$ cat src/shared/ccs_consts.svh
`ifndef CCS_CONSTS_SVH
`define CCS_CONSTS_SVH

// opcode fields
`define CCS_COMP_OPC     6'h07
`define CCS_CPEQ_OPC     7'h31
`define CCS_CPGT_OPC     7'h32
`define CCS_CPLT_OPC     7'h30

// field positions
`define CCS_DEST_BIT     9
`define CCS_ACC_BIT      8

// addressing
`define CCS_IDX_LIMIT    8'h5f
`define CCS_ACC_SPLIT    8'h60
`define CCS_ACC_LOW_BANK 4'h0
`define CCS_ACC_HI_BANK  4'hf

// phases of one instruction cycle
`define CCS_Q_DECODE     2'h0
`define CCS_Q_READ       2'h1
`define CCS_Q_PROCESS    2'h2
`define CCS_Q_WRITE      2'h3

// skip lengths and reset values
`define CCS_SKIP_ONE     2'h1
`define CCS_SKIP_TWO     2'h2
`define CCS_SKIP_NONE    2'h0
`define CCS_ADDR_RESET   12'h000
`define CCS_DATA_RESET   8'h00

`endif

$ cat src/shared/ccs_pkg.sv
package ccs_pkg;

  typedef enum logic [2:0] {
    op_none,
    complement_register_op,
    compare_skip_equal_op,
    compare_skip_greater_op,
    compare_skip_less_op
  } ccs_op_t;

  typedef enum logic [1:0] {
    st_idle,
    st_exec,
    st_skip
  } ccs_state_t;

  typedef struct packed {
    ccs_op_t    op;
    logic       dest;
    logic       access;
    logic [7:0] field;
  } ccs_decode_t;

  typedef struct packed {
    logic wr;
    logic n;
    logic z;
  } ccs_flags_t;

endpackage

$ cat src/logic/ccs_addr_resolve.sv
`timescale 1ns/1ns
`include "ccs_consts.svh"

module ccs_addr_resolve (
  input  wire logic [7:0]  field,
  input  wire logic        access,
  input  wire logic        ext_enable,
  input  wire logic [3:0]  bank_pointer_register,
  input  wire logic [11:0] index_base,
  output logic      [11:0] addr,
  output logic             indexed
);

  always_comb begin
    indexed = !access && ext_enable && (field <= `CCS_IDX_LIMIT);
    if (access) begin
      addr = {bank_pointer_register, field};
    end else if (indexed) begin
      addr = 12'(index_base + {4'h0, field});
    end else if (field < `CCS_ACC_SPLIT) begin
      addr = {`CCS_ACC_LOW_BANK, field};
    end else begin
      addr = {`CCS_ACC_HI_BANK, field};
    end
  end

endmodule

$ cat src/logic/ccs_exec.sv
// Operation
// - complement op inverts selected register
// - dest bit 0 to working, 1 to register
// - access bit 0 access bank, 1 bank pointer
// - indexed offset when a=0, extended, f<=95
// - equal compare unsigned, flags left unchanged
// - equal skips next: one nop cycle
// - skip over two-word instruction: two nops
`timescale 1ns/1ns
`include "ccs_consts.svh"

module ccs_exec (
  input  wire logic                clk,
  input  wire logic                rst_n,
  input  wire logic                instr_valid,
  input  wire logic [15:0]         instr,
  input  wire logic                next_two_word,
  input  wire logic                ext_set_enable,
  input  wire logic [3:0]          bank_pointer_register,
  input  wire logic [11:0]         index_base,
  input  wire logic [7:0]          wreg_in,
  input  wire logic [7:0]          mem_rdata,
  output logic      [1:0]          q_phase,
  output logic      [11:0]         mem_addr,
  output logic                     mem_rd,
  output logic                     mem_wr,
  output logic                     wreg_wr,
  output logic      [7:0]          result,
  output ccs_pkg::ccs_flags_t      flags,
  output logic                     nop_cycle,
  output logic                     indexed_mode
);

  logic [1:0]           q;
  logic [1:0]           skip_left;
  ccs_pkg::ccs_state_t  state;
  ccs_pkg::ccs_decode_t cur;
  ccs_pkg::ccs_decode_t dec;
  logic [11:0]          res_addr;
  logic                 res_indexed;
  logic                 take_skip;

  function automatic ccs_pkg::ccs_decode_t decode(input logic [15:0] w);
    ccs_pkg::ccs_decode_t d;
    d.dest   = w[`CCS_DEST_BIT];
    d.access = w[`CCS_ACC_BIT];
    d.field  = w[7:0];
    if (w[15:10] == `CCS_COMP_OPC) begin
      d.op = ccs_pkg::complement_register_op;
    end else if (w[15:9] == `CCS_CPEQ_OPC) begin
      d.op = ccs_pkg::compare_skip_equal_op;
    end else if (w[15:9] == `CCS_CPGT_OPC) begin
      d.op = ccs_pkg::compare_skip_greater_op;
    end else if (w[15:9] == `CCS_CPLT_OPC) begin
      d.op = ccs_pkg::compare_skip_less_op;
    end else begin
      d.op = ccs_pkg::op_none;
    end
    return d;
  endfunction

  assign dec     = decode(instr);
  assign q_phase = q;

  ccs_addr_resolve ccs_addr_resolve_i (
    .field                 (cur.field),
    .access                (cur.access),
    .ext_enable            (ext_set_enable),
    .bank_pointer_register (bank_pointer_register),
    .index_base            (index_base),
    .addr                  (res_addr),
    .indexed               (res_indexed)
  );

  // unsigned compare outcome
  always_comb begin
    unique case (cur.op)
      ccs_pkg::compare_skip_equal_op:   take_skip = (mem_rdata == wreg_in);
      ccs_pkg::compare_skip_greater_op: take_skip = (mem_rdata > wreg_in);
      ccs_pkg::compare_skip_less_op:    take_skip = (mem_rdata < wreg_in);
      default:                          take_skip = 1'b0;
    endcase
  end

  // q phase divider
  always_ff @(posedge clk) begin
    if (!rst_n) begin
      q <= `CCS_Q_DECODE;
    end else begin
      q <= 2'(q + 2'h1);
    end
  end

  // decode and skip sequencing
  always_ff @(posedge clk) begin
    if (!rst_n) begin
      state     <= ccs_pkg::st_idle;
      cur       <= '0;
      skip_left <= `CCS_SKIP_NONE;
      nop_cycle <= 1'b0;
    end else if (q == `CCS_Q_DECODE) begin
      if (skip_left != `CCS_SKIP_NONE) begin
        state     <= ccs_pkg::st_skip;
        skip_left <= 2'(skip_left - 2'h1);
        nop_cycle <= 1'b1;
      end else begin
        nop_cycle <= 1'b0;
        if (instr_valid && dec.op != ccs_pkg::op_none) begin
          state <= ccs_pkg::st_exec;
          cur   <= dec;
        end else begin
          state <= ccs_pkg::st_idle;
        end
      end
    end else if (q == `CCS_Q_PROCESS && state == ccs_pkg::st_exec && take_skip) begin
      skip_left <= next_two_word ? `CCS_SKIP_TWO : `CCS_SKIP_ONE;
    end
  end

  // register read
  always_ff @(posedge clk) begin
    if (!rst_n) begin
      mem_addr     <= `CCS_ADDR_RESET;
      mem_rd       <= 1'b0;
      indexed_mode <= 1'b0;
    end else if (q == `CCS_Q_READ && state == ccs_pkg::st_exec) begin
      mem_addr     <= res_addr;
      indexed_mode <= res_indexed;
      mem_rd       <= 1'b1;
    end else begin
      mem_rd <= 1'b0;
    end
  end

  // complement and write-back
  always_ff @(posedge clk) begin
    if (!rst_n) begin
      result  <= `CCS_DATA_RESET;
      mem_wr  <= 1'b0;
      wreg_wr <= 1'b0;
      flags   <= '0;
    end else if (q == `CCS_Q_PROCESS && state == ccs_pkg::st_exec &&
                 cur.op == ccs_pkg::complement_register_op) begin
      result  <= ~mem_rdata;
      mem_wr  <= cur.dest;
      wreg_wr <= !cur.dest;
      flags   <= '{wr: 1'b1, n: ~mem_rdata[7], z: (mem_rdata == 8'hff)};
    end else begin
      mem_wr  <= 1'b0;
      wreg_wr <= 1'b0;
      flags.wr <= 1'b0;
    end
  end
endmodule

$ cat config.mk
export PLATFORM = sky130hd
export DESIGN_NAME = ccs_exec
export DESIGN_NICKNAME = d
export VERILOG_FILES = /design/src/shared/ccs_pkg.sv /design/src/logic/ccs_addr_resolve.sv /design/src/logic/ccs_exec.sv
export VERILOG_INCLUDE_DIRS = /design/src /design/src/shared
export SDC_FILE = /design/constraint.sdc
export NUM_CORES = 1
export LEC_CHECK = 0
export BUFFER_PORTS_ARGS = -buffer_cell sky130_fd_sc_hd__buf_2
export CAP_MARGIN = 20
export CORE_MARGIN = 2
export CORE_UTILIZATION = 51
export DETAILED_ROUTE_END_ITERATION = 8
export PLACE_DENSITY = 0.9
export SKIP_CTS_REPAIR_TIMING = 1
export SYNTH_ARGS = -nofsm -noshare
export SYNTH_HDL_FRONTEND = slang
export SYNTH_SLANG_ARGS = --single-unit
$ cat constraint.sdc
create_clock -name clk -period 2.53 [get_ports clk]
set_input_delay 0.506 -clock clk [delete_from_list [all_inputs] [get_ports clk]]
set_output_delay 0.506 -clock clk [all_outputs]
set_load 0.005 [all_outputs]
# Yosys cells after proc, flatten, opt, wreduce, memory -nomap -nowiden
# Cells that the tools add are included.
dict set report op_classes {
  addsub 3
  order_cmp 4
  n_eq_ne 14
  mux 17
  n_bitwise 3
  reduce_logical 16
}
# op n
set op_table {}
lappend op_table {{12-bit 2-to-1 mux} 3}
lappend op_table {{7-bit by 6-bit equality test with 1-bit output (second input constant)} 3}
lappend op_table {{12-bit by 8-bit adder with 12-bit output} 1}
lappend op_table {{3-bit 2-to-1 mux} 4}
lappend op_table {{2-bit 2-to-1 mux} 5}
lappend op_table {{8-bit equality test} 1}
lappend op_table {{8-bit equality test (second input constant)} 1}
lappend op_table {{8-bit greater-than comparator} 1}
lappend op_table {{8-bit by 7-bit <= comparator with 1-bit output (second input constant)} 1}
lappend op_table {{8-bit by 7-bit less-than comparator with 1-bit output (second input constant)} 1}
lappend op_table {{8-bit less-than comparator} 1}
lappend op_table {{8-bit NOT} 1}
lappend op_table {{1-bit logical AND} 7}
lappend op_table {{3-bit by 2-bit equality test with 1-bit output (second input constant)} 2}
lappend op_table {{6-bit by 3-bit equality test with 1-bit output (second input constant)} 1}
lappend op_table {{2-bit by 1-bit equality test with 1-bit output (second input constant)} 2}
lappend op_table {{1-bit 2-to-1 mux} 4}
lappend op_table {{2-bit AND reduction} 2}
lappend op_table {{2-bit nonzero test} 2}
lappend op_table {{3-bit by 1-bit equality test with 1-bit output (second input constant)} 1}
lappend op_table {{3-bit equality test (second input constant)} 1}
lappend op_table {{1-bit case mux with 3 select lines} 1}
lappend op_table {{3-bit AND reduction} 1}
lappend op_table {{3-bit nonzero test} 1}
lappend op_table {{7 further kinds} 9}
dict set report word_totals {
  register_bits 47
  in_bits 53
  out_inout_bits 30
  word_cells 74
}

# Longest topological paths before layout
# Gate-level depths: netlist (run 1).
dict set report logic_depth {
  ltp_word 9
  depth_mapped 8
  depth_no_buf 8
}

# Modules after synthesis
# Synthesis (run 1) repeated with hierarchy kept, for this count alone.
dict set report hier_totals {
  cells_unflattened 307
  hier_area_um2 2613.8
}
# mod instances cells_per_inst area_per_inst_um2 seq_area_each_um2
set modules_own_cells {}
lappend modules_own_cells {ccs_exec 1 227 2029.4 900.9}
lappend modules_own_cells {ccs_addr_resolve 1 80 584.3 0.0}

# Least setup slack after synthesis (run 1)
# Ideal clock, no wire load.
dict set report synth_path {
  kind {input -> register}
  startpoint {input index_base[0]}
  endpoint {register mem_addr[8]}
  setup_time_ps 133
  t_arrival_ps 2107
  required_ps 2397
  slack_ps 290
  path_stages 8
  path_buffers 0
  cell_sequence {ha_1 fa_1 a21o_1 a21oi_2 o21bai_1 a2111o_1 nand3_1 o211ai_1}
}
dict set report synth_between {
  elab_chain_len 3
}
# item line_no
set synth_lines {}
lappend synth_lines {{start: declaration} ccs_exec.sv:20} ;# input wire logic [11:0] index_base,
lappend synth_lines {{12-bit by 8-bit adder with 12-bit output} ccs_addr_resolve.sv:19} ;# addr = 12'(index_base + {4'h0, field});
lappend synth_lines {{12-bit 2-to-1 mux} ccs_addr_resolve.sv:18} ;# end else if (indexed) begin
lappend synth_lines {{12-bit 2-to-1 mux} ccs_addr_resolve.sv:16} ;# if (access) begin
lappend synth_lines {{end signal: assignment} ccs_exec.sv:123} ;# mem_addr <= `CCS_ADDR_RESET;
lappend synth_lines {{end signal: assignment} ccs_exec.sv:127} ;# mem_addr <= res_addr;
lappend synth_lines {{end: declaration} ccs_exec.sv:24} ;# output logic [11:0] mem_addr,
# Every way passes these cells.
# A chain may end at the register's enable or synchronous reset.

# Worst setup path after layout (run 1)
dict set report layout_path {
  startpoint {register cur[0] in the netlist's numbering}
  endpoint {register mem_addr[8]}
}
dict set report layout_between {
  elab_chain_len 4
  elab_cells_between_ends 7
  cone_classes {1 x add/sub; 2 x order compare; 3 x mux; 1 x reduce/logical}
}
# item line_no
set layout_lines {}
lappend layout_lines {{start: declaration} ccs_exec.sv:37} ;# ccs_pkg::ccs_decode_t cur;
lappend layout_lines {{start signal: assignment} ccs_exec.sv:98} ;# cur <= '0;
lappend layout_lines {{start signal: assignment} ccs_exec.sv:110} ;# cur <= dec;
lappend layout_lines {{8-bit by 7-bit less-than comparator with 1-bit output (no source line) / 8-bit by 7-bit <= comparator with 1-bit output (equally long branches)} -}
lappend layout_lines {{12-bit 2-to-1 mux / 1-bit logical AND (equally long branches)} {ccs_addr_resolve.sv:20, ccs_addr_resolve.sv:15}}
lappend layout_lines {{12-bit 2-to-1 mux (*)} ccs_addr_resolve.sv:18}
lappend layout_lines {{12-bit 2-to-1 mux (*)} ccs_addr_resolve.sv:16}
# Mark *: on every way between the ends. The rest lies on a longest branch, timed or not.

==> flow_summary.ini, run 1 <==
[run_status]
status = completed

[sta]
slew_headroom_pct = 54.7
setup_tns_ns = 0
period_minus_slack_ns = 2.19
finClkSkew_ns = 0.00324
maxSlewViolCount = 0
worst_pin_slew_ns = 0.678
fmax_mhz = 457
rsz0062_at_grt = no
finalSetupViolCount = 0
hold_violations = 0
post-route-period-util_pct = 86.4

[logic_synthesis]
synth_seq_cells = 45
yosys.area.top_type_share_pct = 34.4
synthArstFlopShare_pct = 0
synth.avg_cell_area_um2 = 8.65
synth_enable_flop_cells = 0
ys_types = 53
synth-warning-count = 0
synthCells = 303
syn-num-nets = 377
yosysTopAreaCell = dfxtp_1
ys.flop_type = dfxtp_1
synth_area_um2 = 2620
ys_seq_area_share_pct = 34.4
ys_top_cells_by_area = dfxtp_1 34%, ha_1 9.6%, nor2_1 5.9%

[global_route]
grt_overflow = 0
grt_max_degree = 20
grt_pass1_wl_um = 9970
grt_util_all_layers_pct = 22.5
antenna_found_initial = 0
grt_pass1_vias = 2333

[final_layout]
fin_util_pct = 63.9
finalNetCount = 462
mostFrequentLayoutCells = 82 x buf_2, 45 x dfxtp_1, 41 x nor2_1, 23 x nand2_1, 20 x ha_1
drive_gt1_share_pct = 28.8
diodes = 0
multi_input_area_um2 = 1580
final_common_cell = buf_2
regArea_um2 = 901
fillerInstances = 431
syn2layout_area_growth_pct = 23.0
stdcell_count = 459

[routing]
drt_wl_total_um = 6270
wl_per_cell_um = 13.7
vias = 2500
firstDrtPassIters = 4
avgViaCountPerCell = 5.45
drtIter0Drc = 114
ant_nets = 0
drc = 0

[floorplan]
io-pin-count = 83
core_area_um2 = 5040
rows = 26
dieHeight_um = 75.7
start_util_pct = 52.0
die_area_um2 = 5730
fp.dieW_um = 75.7

[worst_setup_path]
critPathKind = flop to flop
cp.required_ns = 2.75
endpoint_kind = flop
worstPathArrival_ns = 2.41
crit_fanout = 3
start_kind = flop

[pwr]
p_per_area_nw_per_um2 = 472
p_leak_nw = 1.49
ir_drop_mv = 0.271

[place]
place.gp.congestion = 0.890
io_buffer_count = 82
dpl.hpwl_um = 4790
place_inst = 451

[clocking]
clockRootBuffer = clkbuf_8
cts_tree = built
numCtsBuffers = 5
clk_latency_ns = 0.29
cts.path.max_buffers = 2
h-tree-depth = 2
clock_sinks = 45
path_clk_slew_ns = 0.08

[job]
maxCapViolations = 0

[worst_hold_path]
hold_class = input pin to flop
==> sequential cells by signal, indices dropped and copies added (netlist names), 2 cells and up <==
signal	flops
result	8
mem_addr	12
skip_left	2
q_phase	2
flags	2
cur	13
==> worst paths after layout <==
check                from     endpoint  slack, ns  cells past startpoint
max reg2reg        cur[0]  mem_addr[8]       0.34                      8
min          mem_rdata[6]    result[6]       0.42                      2
min reg2reg   mem_addr[2]  mem_addr[2]       0.47                      2
max                cur[0]  mem_addr[8]       0.34                      8
==> layer usage <==
| layer | track usage (%) | routed length [um] |
|---|---|---|
| met5 | 0 | 0 |
| met3 | 4.37 | 313 |
| met2 | 43.4 | 3240 |
| met1 | 25.1 | 2650 |
| met4 | 5.65 | 63 |
==> where the power goes <==
part	switching, mW	internal (mW)	leakage [nW]	total, mW
Clock	0.244	0.322	0.0585	0.566
Combinational	0.122	0.0987	1.07	0.220
Sequential	0.0120	0.721	0.364	0.734
Total	0.377	1.14	1.49	1.52
==> cell type report <==
type	instances	area share, %
Clock buffer	7	2.68
Inverter	20	2.33
Sequential cell	45	28.0
Timing Repair Buffer	89	14.4
Clock inverter	1	0.932
Tap cell	70	2.72
Multi-Input combinational cell	227	49.0
==> through the flow <==
step	hold WS (ns)	total power, mW	setup WS (ns)	area, um^2
finish	0.416	1.52	0.343	3220
floorplan	0.405	0.879	0.290	2620
global placement	0.449	0.958	0.0967	3110
CTS	0.405	1.53	0.340	3220
detailed placement	0.451	0.966	0.0457	3110
global route	0.397	1.60	0.198	3220
==> logic make-up after synthesis <==
family                     after synthesis  share of synthesized area (%)
AOI/OAI and AO/OA                       68                           19.5
DFF                                     45                           34.4
and+or+nand+nor                        118                           23.0
xor gates and xnor gates                 5                           1.67
buffers and inverters                   31                           5.35
muxes                                   15                           5.78
adders and majority gates               21                           10.3
==> worst max-delay path, stage by stage (launching register included) <==
cell	delay, ns
dfxtp_1	0.33
ha_1	0.21
fa_1	0.42
a21o_1	0.19
a21oi_2	0.17
o21bai_1	0.13
a2111oi_2	0.42
o21ai_0	0.15
o211ai_1	0.09
==> synth_stat cells, types with 2 or more instances <==
| master | instances |
|---|---|
| a2111oi_2 | 2 |
| a211oi_1 | 9 |
| a211oi_2 | 3 |
| a21o_1 | 7 |
| a21oi_1 | 14 |
| a21oi_2 | 2 |
| a311oi_1 | 4 |
| a31oi_1 | 4 |
| and2_1 | 4 |
| and3_1 | 4 |
| buf_4 | 2 |
| buf_6 | 2 |
| clkbuf_1 | 5 |
| dfxtp_1 | 45 |
| ha_1 | 20 |
| inv_1 | 19 |
| mux2i_1 | 14 |
| nand2_1 | 23 |
| nand2b_1 | 3 |
| nand3_1 | 9 |
| nand3b_1 | 2 |
| nand4_1 | 4 |
| nor2_1 | 41 |
| nor2b_1 | 5 |
| nor3_1 | 11 |
| nor4_1 | 2 |
| nor4b_1 | 2 |
| o211ai_1 | 6 |
| o21ai_0 | 7 |
| o31a_1 | 2 |
| xnor2_1 | 3 |
| xor2_1 | 2 |
Note: power is estimated with default switching activity, not from simulation.
==> run 2, diff against run 1 <==
--- a/config.mk
+++ b/config.mk
@@ -9,9 +9,9 @@
 export BUFFER_PORTS_ARGS = -buffer_cell sky130_fd_sc_hd__buf_2
 export CAP_MARGIN = 20
 export CORE_MARGIN = 2
-export CORE_UTILIZATION = 51
+export CORE_UTILIZATION = 35
 export DETAILED_ROUTE_END_ITERATION = 8
-export PLACE_DENSITY = 0.9
+export PLACE_DENSITY = 0.68
 export SKIP_CTS_REPAIR_TIMING = 1
 export SYNTH_ARGS = -nofsm -noshare
 export SYNTH_HDL_FRONTEND = slang
==> run 2 against run 1 <==
Effect of this change:
- global-route usage fell by 6.7 points
- worst setup slack got worse by 0.017 ns
- maximum frequency fell by 0.76%
- design area rose by 1.3%
- clock skew rose by 0.0037 ns
- clock power rose by 17%
- hold slack got worse by 0.012 ns
- highest routed layer unchanged
- sequential power barely moved
- largest cell class unchanged
- sequential share of layout area fell by 0.36 points
- critical endpoint unchanged
- clock-buffer cell count fell by 2
- largest power group unchanged
- wire length rose by 0.89%
==> flow_summary.ini, run 2 (synthesis results as in run 1) <==
[final_layout]
largest_register = cur
largest_registers = cur (13), mem_addr (12), result (8)
finalNetCount = 460
mostFrequentLayoutCells = 82 x buf_2, 45 x dfxtp_1, 41 x nor2_1, 23 x nand2_1, 20 x ha_1
largest_reg_flops = 13
drive_gt1_share_pct = 28.7
syn2layout_area_growth_pct = 24.6
diodes = 0
final_common_cell = buf_2

[clocking]
path_clk_slew_ns = 0.09
clockRootBuffer = clkbuf_8
clock_sinks = 45
h-tree-depth = 2
clk_latency_ns = 0.30
numCtsBuffers = 5
cts.path.max_buffers = 2
cts_tree = built

[floorplan]
dieHeight_um = 90.5
start_util_pct = 36.1
io-pin-count = 83
die_area_um2 = 8190
rows = 31
fp.dieW_um = 90.5
core_area_um2 = 7250

[routing]
drt_wl_total_um = 6330
avgViaCountPerCell = 4.96
vias = 2412
firstDrtPassIters = 4
wl_per_cell_um = 13.0
ant_nets = 0
drc = 0
drtIter0Drc = 67

[sta]
fmax_mhz = 454
hold_violations = 0
rsz0062_at_grt = no
worst_pin_slew_ns = 0.488
post-route-period-util_pct = 87.1
fin_hold_ws_ns = 0.404
finalSetupViolCount = 0
period_minus_slack_ns = 2.20
maxSlewViolCount = 0
finClkSkew_ns = 0.00697
setup_tns_ns = 0
slew_headroom_pct = 67.2

[worst_setup_path]
worstPathArrival_ns = 2.38
crit_fanout = 3
endpoint_kind = flop
critPathKind = flop to flop
worstPathCellList = ha_1 > fa_1 > a21o_1 > a21oi_2 > o21bai_1 > a2111o_1 > nand3_1 > o211ai_1
critical_path.max_stage_delay_ns = 0.46
cp.required_ns = 2.71
start_kind = flop
cpMaxStageDelayCell = a2111o_1

[worst_hold_path]
hold_class = input pin to flop

[global_route]
grt_pass1_vias = 2331
grt_util_all_layers_pct = 15.8
grt_overflow = 0
grt_pass1_wl_um = 10700
grt_max_degree = 25
antenna_found_initial = 0

[pwr]
clkPwrFrac_pct = 41.2
p_int_mw = 1.22
p_per_area_nw_per_um2 = 494
p_switching_mw = 0.397
power_mw = 1.61
pwr-share-comb_pct = 13.3
seq_power_share_pct = 45.5
ir_drop_mv = 0.321
switching_share_pct = 24.6
p_leak_nw = 1.49

[place]
io_buffer_count = 82
dpl.hpwl_um = 4900
place.gp.congestion = 0.810

[job]
maxCapViolations = 0

[run_status]
status = completed
==> run 2: path summary, 6_finish.rpt <==
kind	start	end	slack, ns	cells past startpoint
worst max-delay path	cur[0]	mem_addr[8]	0.33	8
worst min-delay path	mem_rdata[2]	result[2]	0.40	2
worst max register to register	cur[0]	mem_addr[8]	0.33	8
worst min register to register	cur[9]	wreg_wr	0.45	1
==> run 2: layout make-up <==
class	instances	area [um^2]
fillers	736	3990
multi-input cells	227	1580
flip-flops and latches	45	901
repair buffers	87	448
well taps	99	124
inverters	20	75.1
clock buffers	5	68.8
clock inverters	3	68.8
==> run 2: per-layer routing <==
layer	GRT usage, %	up-vias	routed length, um
li1	-	1254	-
met1	20.4	1071	2920
met2	26.7	78	2950
met3	3.42	9	383
met4	3.97	0	77
met5	0	-	0
==> run 2: through the flow <==
stage               utilization (%)  worst slack (ns)  cell area [um^2]  std cells
floorplan                         -             0.290              2620        303
global placement               43.1            0.0937              3130        478
detailed placement             43.1            0.0256              3130        478
CTS                            45.0             0.316              3260        486
global route                   45.0             0.143              3260        486
finish                         45.0             0.326              3260        486
==> run 2: power groups by stage <==
stage	logic [mW]	clock network, mW	registers [mW]
2_1_floorplan	0.130	0	0.749
3_3_place_gp	0.211	0	0.750
3_5_place_dp	0.215	0	0.750
4_1_cts	0.217	0.682	0.734
5_1_grt	0.244	0.715	0.736
6_report	0.215	0.664	0.734
==> run 2: worst max-delay path: cells and delay by family, from the launching register on <==
kind            cells  cell delay, ns
flops               1            0.34
fa+ha+maj           2            0.61
compound gates      5            1.04
simple gates        1            0.09
